[config.mk]
export PLATFORM = sky130hd
export DESIGN_NAME = ccw_watchdog
export DESIGN_NICKNAME = d
export VERILOG_FILES = /design/src/core/ccw_pkg.sv /design/src/core/ccw_tick_if.sv /design/src/core/ccw_watchdog.sv /design/src/core/ccw_tick_gen.sv
export SDC_FILE = /design/constraint.sdc
export NUM_CORES = 1
export LEC_CHECK = 0
export BUFFER_PORTS_ARGS = -buffer_cell sky130_fd_sc_hd__buf_2
export CAP_MARGIN = 20
export CORE_ASPECT_RATIO = 1.75
export CORE_MARGIN = 5
export CORE_UTILIZATION = 45
export CTS_CLUSTER_DIAMETER = 60
export DETAILED_ROUTE_END_ITERATION = 12
export GPL_TIMING_DRIVEN = 0
export PLACE_DENSITY = 0.77
export SLEW_MARGIN = 20
export SYNTH_ARGS = -nofsm -noshare
export SYNTH_HDL_FRONTEND = slang
export SYNTH_SLANG_ARGS = --single-unit
export TNS_END_PERCENT = 10
[constraint.sdc]
create_clock -name clk_sys_i -period 2.6 [get_ports clk_sys_i]
set_clock_uncertainty 0.15 [all_clocks]
set_input_delay 0.13 -clock clk_sys_i [delete_from_list [all_inputs] [get_ports clk_sys_i]]
set_output_delay 0.13 -clock clk_sys_i [all_outputs]
set_load 0.02 [all_outputs]
[src/core/ccw_pkg.sv]
package ccw_pkg;

    // ========================================================================
    // Timing
    // ========================================================================
    localparam int unsigned CLK_HZ = 100_000_000;
    localparam int unsigned TICK_MS = 2;
    // Core cycles in one 2 ms timeout step
    localparam int unsigned TICK_CYCLES = CLK_HZ / 1000 * TICK_MS;

    // ========================================================================
    // Register map
    // ========================================================================
    localparam int unsigned ADDR_W = 8;
    localparam int unsigned DATA_W = 8;
    localparam logic [7:0] ADDR_SETUP = 8'h00;
    localparam logic [7:0] ADDR_STATUS = 8'h04;
    localparam logic [7:0] ADDR_CLEAR = 8'h08;
    localparam logic [7:0] ADDR_ENABLE = 8'h0c;
    localparam logic [7:0] ADDR_LIVE = 8'h10;

    // ========================================================================
    // Field layout of the setup register
    // ========================================================================
    localparam int unsigned TIMEOUT_LSB = 1;
    localparam int unsigned TIMEOUT_MSB = 7;
    localparam int unsigned TIMEOUT_W = TIMEOUT_MSB - TIMEOUT_LSB + 1;
    localparam int unsigned OFF_BIT = 0;
    // Timeout 0x7f, watchdog running
    localparam logic [7:0] SETUP_RESET = 8'hfe;

    // ========================================================================
    // Event bits of status, clear and enable
    // ========================================================================
    localparam int unsigned EVT_TIMEOUT = 0;
    localparam int unsigned EVT_DONE = 1;
    localparam int unsigned EVT_RESTART = 2;
    localparam int unsigned EVT_W = 3;
    localparam logic [2:0] EVT_RESET = 3'h0;

    // ========================================================================
    // Live register layout
    // ========================================================================
    localparam int unsigned LIVE_BUSY_BIT = 7;

    // ========================================================================
    // Watchdog states
    // ========================================================================
    typedef enum logic [0:0] {
        CCW_IDLE = 1'b0,
        CCW_ACTIVE = 1'b1
    } ccw_state_t;

endpackage : ccw_pkg

[src/core/ccw_tick_if.sv]
// ============================================================================
// Step tick between the watchdog and its prescaler
// ============================================================================
interface ccw_tick_if;
    logic restart;
    logic tick;
    modport gen (input restart, output tick);
    modport user (output restart, input tick);
endinterface : ccw_tick_if

[src/core/ccw_watchdog.sv]
// Notes on behaviour
// While enabled, a transaction running past the timeout is aborted, freeing the channel.
// Timeout comes from setup bits 7:1, in 2 ms steps, reset value 0x7f.
// Software must never program a zero timeout; zero is unsupported.
// Setup bit 0 set suspends the watchdog; no transaction is aborted.
// Setup bit 0 clear, its reset value, keeps the watchdog timing.
// Counter clears at transaction start, steps each 2 ms, fires on reaching timeout.
//
// The implementer's own choices: the placing of the registers and the plain strobed port.
module ccw_watchdog #(
    parameter int unsigned TICK_CYCLES = ccw_pkg::TICK_CYCLES
) (
    input wire logic clk_sys_i,
    input wire logic rst_i,
    input wire logic [7:0] reg_addr_i,
    input wire logic [7:0] reg_wdata_i,
    input wire logic reg_wr_i,
    input wire logic reg_rd_i,
    output logic [7:0] reg_rdata_o,
    input wire logic txn_start_i,
    input wire logic txn_done_i,
    output logic txn_abort_o,
    output logic txn_busy_o,
    output logic irq_o
);

    // ========================================================================
    // Parameter check
    // ========================================================================
    generate
        if (TICK_CYCLES < 2) begin : g_bad_tick
            $error("ccw_watchdog: TICK_CYCLES must be at least 2");
        end
        if (ccw_pkg::DATA_W != 8 || ccw_pkg::ADDR_W != 8) begin : g_bad_bus
            $error("ccw_watchdog: register bus must be 8 bits wide");
        end
        if (ccw_pkg::TIMEOUT_W + 1 != 8 || ccw_pkg::EVT_W >= 8) begin : g_bad_layout
            $error("ccw_watchdog: setup or event layout does not fit one byte");
        end
        if (ccw_pkg::LIVE_BUSY_BIT < ccw_pkg::TIMEOUT_W) begin : g_bad_live
            $error("ccw_watchdog: busy flag overlaps the live step count");
        end
    endgenerate

    // ========================================================================
    // Declarations
    // ========================================================================
    localparam int unsigned TW = ccw_pkg::TIMEOUT_W;
    localparam int unsigned EW = ccw_pkg::EVT_W;
    // Count stops here rather than wrapping
    localparam logic [TW-1:0] COUNT_MAX = {TW{1'b1}};

    // Register file
    logic [7:0] setup;
    logic [7:0] next_setup;
    logic [EW-1:0] status;
    logic [EW-1:0] next_status;
    logic [EW-1:0] enable;
    logic [EW-1:0] next_enable;
    logic [7:0] rdata;
    logic [7:0] next_rdata;
    logic irq_q;
    logic next_irq;

    // Watchdog engine
    ccw_pkg::ccw_state_t state;
    ccw_pkg::ccw_state_t next_state;
    logic [TW-1:0] count;
    logic [TW-1:0] next_count;
    logic abort_q;
    logic next_abort;

    // Decoded fields and one-cycle events
    logic [TW-1:0] timeout;
    logic wd_off;
    logic expired;
    logic [EW-1:0] events;
    // Event sources, one cycle each
    logic evt_timeout;
    logic evt_done;
    logic evt_restart;

    // Engine status decoded once
    logic active;
    logic saturated;
    logic step;

    // Register strobes qualified by address
    logic wr_setup;
    logic wr_clear;
    logic wr_enable;
    logic rd_setup;
    logic rd_status;
    logic rd_enable;
    logic rd_live;

    // Step ticks from the prescaler
    ccw_tick_if tick_bus ();

    // ========================================================================
    // Field decode
    // ========================================================================
    // Setup fields feed the engine directly
    assign timeout = setup[ccw_pkg::TIMEOUT_MSB:ccw_pkg::TIMEOUT_LSB];
    assign wd_off = setup[ccw_pkg::OFF_BIT];

    // ========================================================================
    // Register decode
    // ========================================================================
    // Each strobe is qualified once; holes and the wrong strobe decode to nothing
    assign wr_setup = reg_wr_i && (reg_addr_i == ccw_pkg::ADDR_SETUP);
    assign wr_clear = reg_wr_i && (reg_addr_i == ccw_pkg::ADDR_CLEAR);
    assign wr_enable = reg_wr_i && (reg_addr_i == ccw_pkg::ADDR_ENABLE);
    assign rd_setup = reg_rd_i && (reg_addr_i == ccw_pkg::ADDR_SETUP);
    assign rd_status = reg_rd_i && (reg_addr_i == ccw_pkg::ADDR_STATUS);
    assign rd_enable = reg_rd_i && (reg_addr_i == ccw_pkg::ADDR_ENABLE);
    assign rd_live = reg_rd_i && (reg_addr_i == ccw_pkg::ADDR_LIVE);

    // ========================================================================
    // Engine decode
    // ========================================================================
    // Saturation keeps a very late done from wrapping the count to zero
    assign active = (state == ccw_pkg::CCW_ACTIVE);
    assign saturated = (count == COUNT_MAX);
    assign step = tick_bus.tick && !saturated;

    // ========================================================================
    // Prescaler
    // ========================================================================
    // Held at zero outside a running transaction so each step is a full 2 ms
    assign tick_bus.restart = txn_start_i || !active || wd_off;

    ccw_tick_gen #(
        .CYCLES(TICK_CYCLES)
    ) u_tick (
        .clk_sys_i(clk_sys_i),
        .rst_i(rst_i),
        .tick_io(tick_bus)
    );

    // ========================================================================
    // Watchdog engine
    // ========================================================================
    // Compare with >= so a timeout lowered below the count still fires.
    // A zero timeout fires at once; software must avoid it.
    assign expired = active && !wd_off
        && (count >= timeout) && !txn_done_i;

    // Next state, step count and abort pulse
    always_comb begin
        next_state = state;
        next_count = count;
        next_abort = 1'b0;
        case (state)
            ccw_pkg::CCW_IDLE: begin
                if (txn_start_i) begin
                    next_state = ccw_pkg::CCW_ACTIVE;
                    next_count = '0;
                end
            end
            ccw_pkg::CCW_ACTIVE: begin
                if (txn_start_i) begin
                    // A new transaction retimes from zero
                    next_count = '0;
                end else if (txn_done_i) begin
                    next_state = ccw_pkg::CCW_IDLE;
                    next_count = '0;
                end else if (wd_off) begin
                    // Suspended: count held at zero, nothing is aborted
                    next_count = '0;
                end else if (expired) begin
                    // Release the channel for the next transaction
                    next_state = ccw_pkg::CCW_IDLE;
                    next_count = '0;
                    next_abort = 1'b1;
                end else if (step) begin
                    next_count = count + 1'b1;
                end
            end
            default: begin
                next_state = ccw_pkg::CCW_IDLE;
                next_count = '0;
            end
        endcase
    end

    // Engine registers
    always_ff @(posedge clk_sys_i or posedge rst_i) begin
        if (rst_i) begin
            state <= ccw_pkg::CCW_IDLE;
            count <= '0;
            abort_q <= 1'b0;
        end else begin
            state <= next_state;
            count <= next_count;
            abort_q <= next_abort;
        end
    end

    // ========================================================================
    // Interrupt events
    // ========================================================================
    // Restart event flags a start landing on a transaction still running
    assign evt_timeout = next_abort;
    assign evt_done = active && txn_done_i && !txn_start_i;
    assign evt_restart = active && txn_start_i;

    // Gather the sources into the status layout
    always_comb begin
        events = '0;
        events[ccw_pkg::EVT_TIMEOUT] = evt_timeout;
        events[ccw_pkg::EVT_DONE] = evt_done;
        events[ccw_pkg::EVT_RESTART] = evt_restart;
    end

    // ========================================================================
    // Register file
    // ========================================================================
    // Writes and sticky status; a new event beats a clear in the same cycle
    always_comb begin
        next_setup = setup;
        next_enable = enable;
        next_status = status;
        if (wr_setup) begin
            // Timeout and off bit land together
            next_setup = reg_wdata_i;
        end
        if (wr_enable) begin
            // Mask only; status keeps collecting events
            next_enable = reg_wdata_i[EW-1:0];
        end
        if (wr_clear) begin
            // Write-one-to-clear; zero bits leave their flag alone
            next_status = status & ~reg_wdata_i[EW-1:0];
        end
        next_status = next_status | events;
        // Level interrupt follows the status on the same edge
        next_irq = |(next_status & next_enable);
    end

    // Control flops; setup resets to a 0x7f timeout, watchdog on
    always_ff @(posedge clk_sys_i or posedge rst_i) begin
        if (rst_i) begin
            setup <= ccw_pkg::SETUP_RESET;
            enable <= ccw_pkg::EVT_RESET;
            status <= ccw_pkg::EVT_RESET;
            irq_q <= 1'b0;
        end else begin
            setup <= next_setup;
            enable <= next_enable;
            status <= next_status;
            irq_q <= next_irq;
        end
    end

    // ========================================================================
    // Read data
    // ========================================================================
    // One-hot select; clear register and holes read as zero
    always_comb begin
        next_rdata = '0;
        if (rd_setup) begin
            next_rdata = setup;
        end
        if (rd_status) begin
            // Bits above the event field stay zero
            next_rdata[EW-1:0] = status;
        end
        if (rd_enable) begin
            next_rdata[EW-1:0] = enable;
        end
        if (rd_live) begin
            // Busy flag over the elapsed step count, for software polling
            next_rdata[ccw_pkg::LIVE_BUSY_BIT] = active;
            next_rdata[TW-1:0] = count;
        end
    end

    // Read data stands one cycle, then drops back to zero
    always_ff @(posedge clk_sys_i or posedge rst_i) begin
        if (rst_i) begin
            rdata <= '0;
        end else begin
            rdata <= next_rdata;
        end
    end

    // ========================================================================
    // Outputs
    // ========================================================================
    // All outputs come straight from flip-flops
    assign reg_rdata_o = rdata;
    // Registered so the channel logic sees a clean one-cycle pulse
    assign txn_abort_o = abort_q;
    // Busy is the state bit itself, no decode glitch
    assign txn_busy_o = active;
    assign irq_o = irq_q;

endmodule : ccw_watchdog

[src/core/ccw_tick_gen.sv]
module ccw_tick_gen #(
    parameter int unsigned CYCLES = ccw_pkg::TICK_CYCLES
) (
    input wire logic clk_sys_i,
    input wire logic rst_i,
    ccw_tick_if.gen tick_io
);

    // ========================================================================
    // Parameter check
    // ========================================================================
    localparam int unsigned CNT_W = (CYCLES > 2) ? $clog2(CYCLES) : 1;
    localparam logic [CNT_W-1:0] LAST = CNT_W'(CYCLES - 1);

    generate
        if (CYCLES < 2) begin : g_bad_cycles
            $error("ccw_tick_gen: CYCLES must be at least 2");
        end
    endgenerate

    // ========================================================================
    // Prescaler
    // ========================================================================
    logic [CNT_W-1:0] cnt;
    logic [CNT_W-1:0] next_cnt;
    logic tick_q;
    logic next_tick;

    // Restart aligns the first step to the start of the transaction
    always_comb begin
        next_cnt = cnt + 1'b1;
        next_tick = 1'b0;
        if (tick_io.restart) begin
            next_cnt = '0;
        end else if (cnt == LAST) begin
            next_cnt = '0;
            next_tick = 1'b1;
        end
    end

    // State registers
    always_ff @(posedge clk_sys_i or posedge rst_i) begin
        if (rst_i) begin
            cnt <= '0;
            tick_q <= 1'b0;
        end else begin
            cnt <= next_cnt;
            tick_q <= next_tick;
        end
    end

    assign tick_io.tick = tick_q;

endmodule : ccw_tick_gen

=== Word level (Yosys, flattened, before mapping) ===
Cells that the tools add are included.

* Latch bits: 0
* Flip-flop bits (word level): 51
* Output and inout bits: 11
* RAM bits: 0
* Bits in read-only memories: 0
* Input bits: 22
* Memories: 0

* Multipliers: 0
* Add/subtract/negate cells: 2
* Div/mod/pow operators: 0
* Muxes and demuxes: 28
* Shift-type cells: 0
* Bitwise operators: 5
* $lt $le $gt $ge: 1
* Reductions and logical operators: 24
* Equality and inequality tests: 8

{| class="wikitable"
|+ Operators by type and width
! kind !! number
|-
| $mux W7 || 6
|-
| $mux W18 || 2
|-
| $add A18 B1 Y18 const B || 1
|-
| $eq A18 B18 Y1 const B || 1
|-
| $eq A8 B4 Y1 const B || 2
|-
| $mux W8 || 2
|-
| $logic_and A1 B1 Y1 || 14
|-
| $pmux W7 S2 || 1
|-
| $mux W1 || 12
|-
| $mux W3 || 4
|-
| $eq A8 B3 Y1 const B || 1
|-
| $eq A8 B5 Y1 const B || 1
|-
| $logic_not A8 Y1 || 1
|-
| $add A7 B1 Y7 const B || 1
|-
| $eq A7 B7 Y1 const B || 1
|-
| $ge A7 B7 Y1 || 1
|-
| $and A3 B3 Y3 || 2
|-
| $ne A6 B4 Y1 const B || 1
|-
| $logic_not A1 Y1 || 5
|-
| $not A3 Y3 || 1
|-
| $or A3 B3 Y3 || 1
|-
| $reduce_or A3 Y1 || 1
|-
| $logic_or A1 B1 Y1 || 2
|-
| $ne A2 B2 Y1 const B || 1
|-
| 3 further kinds || 3
|}

=== Longest topological paths before layout ===
* Word-level depth: 12
* Depth in mapped cells: 7

=== Hierarchy ===
Synthesis repeated with hierarchy kept, for this count alone.

* Cell total of the unflattened synthesis: 253
* Area, all modules: 2610.0 um^2

{| class="wikitable"
|+ Modules (own cells, without submodules)
! module !! times used !! cells an instance !! sequential area each (um^2) !! area an instance (um^2)
|-
| ccw_watchdog || 1 || 161 || 809.5 || 1692.9
|-
| ccw_tick_gen || 1 || 92 || 475.5 || 917.1
|}

=== Least setup slack after synthesis ===
No wires, ideal clock.

* Path type: flip-flop to flip-flop
* Start point: register setup[7]
* End point: register count[3]
* Cell stages (with the launch flop): 8
* Path slack: 0.503 ns
* Required time: 2.326 ns
* Arrival: 1.823 ns
* Cell sequence: dfstp_2 -> inv_1 -> ha_1 -> nand2_1 -> o21ai_1 -> a21oi_1 -> a31o_2 -> a211o_1

* Longest elaborated chain between the ends: 8
* Elaborated cells between the ends (all ways): 10
* Classes of those cells: order compare (1); eq/ne (1); mux (5); reduce/logical (3)

{| class="wikitable"
|+ Ends and longest elaborated chain
! item !! line !! text
|-
| start, declared || ccw_watchdog.sv:54 || <nowiki>logic [7:0] setup;</nowiki>
|-
| start signal, assigned || ccw_watchdog.sv:244 || <nowiki>setup <= ccw_pkg::SETUP_RESET;</nowiki>
|-
| start signal, assigned || ccw_watchdog.sv:249 || <nowiki>setup <= next_setup;</nowiki>
|-
| $ge A7 B7 Y1 (*) || ccw_watchdog.sv:147 || <nowiki>&& (count >= timeout) && !txn_done_i;</nowiki>
|-
| $logic_and A1 B1 Y1 (*) (2 in a row) || ccw_watchdog.sv:147 ||
|-
| $mux W7 || ccw_watchdog.sv:171 || <nowiki>end else if (expired) begin</nowiki>
|-
| $mux W7 || ccw_watchdog.sv:168 || <nowiki>end else if (wd_off) begin</nowiki>
|-
| $mux W7 || ccw_watchdog.sv:165 || <nowiki>end else if (txn_done_i) begin</nowiki>
|-
| $mux W7 || ccw_watchdog.sv:162 || <nowiki>if (txn_start_i) begin</nowiki>
|-
| $pmux W7 S2 || ccw_watchdog.sv:154 || <nowiki>case (state)</nowiki>
|-
| end signal, assigned || ccw_watchdog.sv:195 || <nowiki>count <= next_count;</nowiki>
|-
| end, declared || ccw_watchdog.sv:68 || <nowiki>logic [TW-1:0] count;</nowiki>
|}

Mark *: on every way between the ends. The rest lies on a longest branch, timed or not.
A chain may end at the register's enable or synchronous reset.

=== Worst setup path after layout ===
* Start point: register setup[3]
* End point: register count[3]

Same word-level chain as after synthesis.

==> flow_summary.json <==
{
  "worst_pin_slew_ps": 639,
  "via_per_inst": 5.46,
  "r2r-start": "setup[3]$_DFFE_PP1P_",
  "dr.pass1.iters": 4,
  "cp.arrival_ps": 2380,
  "synthMostInstantiatedCell": "dfrtp_1",
  "vias": 2031,
  "p_leak_nw": 1.44,
  "status": "finished, final reports clean",
  "synthDistinctLibCells": 46,
  "synth_top_area_share_pct": 42.5,
  "rows": 36,
  "grt_pass1_wl_um": 9320,
  "synth_top_flop_cell": "dfrtp_1",
  "grt_pass1_vias": 2094,
  "coreArea_mm2": 0.00559,
  "synth_common_cells": "dfrtp_1 (44), nor2_1 (30), inv_1 (14)",
  "critPathLaunchType": "flop",
  "cts.sinks": 51,
  "drc": 0,
  "yosys_warnings": 0,
  "gp_congestion": 0.844,
  "ys_seq_area_share_pct": 49.5,
  "start_util_pct": 46.4,
  "antenna_left": 0,
  "track_usage_pct": 16.1,
  "slew_viol_final": 0,
  "syn_avg_cell_area_um2": 10.6,
  "clk_path_buf_depth": 2,
  "cts_resized": 0,
  "postCtsSetupBuffers": 0,
  "final_nets": 326,
  "synthArstFlopShare_pct": 100,
  "cts_buffers": 5,
  "syn_area_mm2": 0.00259,
  "grt_overflow_total": 0,
  "hp-start": "reg_rd_i",
  "max_slew_margin_pct": 57.2,
  "drive_gt1_share_pct": 23.6,
  "maxCapViolCount": 0,
  "hold_viol_final": 0,
  "final_cells": 372,
  "area_growth_pct": 20.1,
  "critPathKind": "flop to flop",
  "wl_per_cell_um": 14.9,
  "cts_tree": "yes",
  "endpoint_kind": "flop",
  "synth-seq-cells": 51,
  "crit_required_ps": 2650,
  "num_io_pins": 33,
  "diodes": 0,
  "htreeDepth": 2,
  "synth-edff-count": 0,
  "fin_util_pct": 55.8,
  "grt_max_degree": 30,
  "fmax_ghz": 0.429,
  "antenna_found_initial": 0,
  "min_period_over_period_pct": 89.6,
  "synth_cells": 244,
  "clkTransAtPathRegs_ps": 90,
  "setup_viol": 0,
  "synthTopCellsByArea": "dfrtp_1 (42%), dfstp_2 (7.1%), ha_1 (4.3%)",
  "cp_max_fo": 6,
  "rsz0062_at_grt": "no",
  "finalCriticalPeriod_ps": 2330,
  "die_w_um": 67.4,
  "yosysTopAreaCell": "dfrtp_1",
  "synth_nets": 275,
  "cts_root_buffer": "clkbuf_8",
  "slowest_stage": "dfstp_2",
  "setup_tns_ps": 0,
  "drtIter0Drc": 87,
  "critical-path-max-stage-delay_ps": 550,
  "dieHeight_um": 110,
  "die-area_mm2": 0.00744,
  "crit_chain": "inv_1 -> ha_1 -> nand2_1 -> o21ai_1 -> a21oi_1 -> a31o_2 -> a211o_1",
  "clock_latency_ps": 310,
  "hold_class": "input port to flop",
  "cp-startpoint": "setup[3]$_DFFE_PP1P_",
  "dp_hpwl_um": 4030,
  "routed_wl_um": 5550,
  "power.density_mw_per_mm2": 520,
  "peakVddDrop_mv": 0.446,
  "dp_cells": 353,
  "io_buffers": 32
}
==> where the power goes <==
group | leakage (nW) | internal, W | switching [W] | total, W
sequential | 0.666 | 0.000811 | 0.0000114 | 0.000823
clock | 0.0644 | 0.000384 | 0.000267 | 0.000651
combinational | 0.712 | 0.0000609 | 0.0000864 | 0.000147
total | 1.44 | 0.00126 | 0.000365 | 0.00162
==> registers in the layout, indices dropped and copies added (netlist names) <==
| register | flops |
|---|---|
| reg_rdata_o | 8 |
| txn_abort_o | 1 |
| enable | 3 |
| u_tick.tick_io.tick | 1 |
| u_tick.cnt | 18 |
| setup | 8 |
| status | 3 |
| irq_o | 1 |
| txn_busy_o | 1 |
| count | 7 |
==> per-stage QoR <==
stage          worst slack (ps)  hold slack [ps]  cell area, µm²  total power (W)
3_5_place_dp                313             46.9            2870         0.000972
4_1_cts                     283             51.1            3120          0.00163
6_report                    271             67.3            3120          0.00162
2_1_floorplan               503             52.8            2590         0.000917
5_1_grt                     186             77.9            3120          0.00168
3_3_place_gp                326              214            2850         0.000966
==> area by class of cell <==
cell class / count / area, µm²
Tap cell: 76 / 95.1
Inverter: 14 / 52.6
Sequential cell: 51 / 1280
Buffer: 3 / 23.8
Clock buffer: 5 / 68.8
Timing Repair Buffer: 44 / 290
Fill cell: 512 / 2470
Multi-Input combinational cell: 176 / 1230
Clock inverter: 3 / 67.6
==> worst max-delay path: cells and delay by family, from the launching register on <==
| family | cells | cell delay (ps) |
|---|---|---|
| AO/OA/AOI/OAI | 4 | 1120 |
| adder cells (fa/ha/maj) | 1 | 290 |
| buffers and inverters | 1 | 50 |
| flip-flops | 1 | 550 |
| AND/OR/NAND/NOR | 1 | 80 |
==> placed cells by master (no fill, tap or decap), types with 9 or more instances in the layout <==
master,n
dlygate4sd3_1,11
nand3_1,10
nand2_1,13
buf_2,33
mux2_2,10
ha_1,9
nand4_1,11
inv_1,13
dfrtp_1,44
xor2_1,11
nor2_1,30
==> what timing repair did <==
action                     CTS  global route
hold endpoints to repair    32             0
setup endpoints to repair    0             0
hold buffers                11             0
==> metal layers <==
layer	share of wire, %	vias up	track usage (%)
met5	0	-	0
met4	3.2	0	7.86
met3	2.8	16	2.13
met2	58	42	29.3
met1	36	998	17.2
li1	-	975	-
==> cells by family (layout without fill, tap and decap cells) <==
| group | Yosys count | in the layout | share of synthesized area [%] |
|---|---|---|---|
| simple gates | 98 | 98 | 20.6 |
| mux | 13 | 13 | 5.50 |
| flops | 51 | 51 | 49.5 |
| buf+inv | 17 | 69 | 2.94 |
| xor+xnor | 16 | 16 | 5.40 |
| compound gates | 40 | 40 | 11.6 |
| fa+ha+maj | 9 | 9 | 4.34 |
==> path summary, 6_finish.rpt <==
check                                            to  slack, ps  cells past startpoint
hold / removal             reg_rdata_o[0]$_DFF_PP0_         70                      3
max in group asynchronous      setup[4]$_DFFE_PP1P_       1470                      4
min in group asynchronous      count[6]$_DFFE_PP0P_        240                      3
setup / recovery               count[3]$_DFFE_PP0P_        270                      7
hold reg to reg             u_tick.cnt[0]$_DFF_PP0_        310                      1
setup reg to reg               count[3]$_DFFE_PP0P_        270                      7
Note: power is estimated with default switching activity, not from simulation.
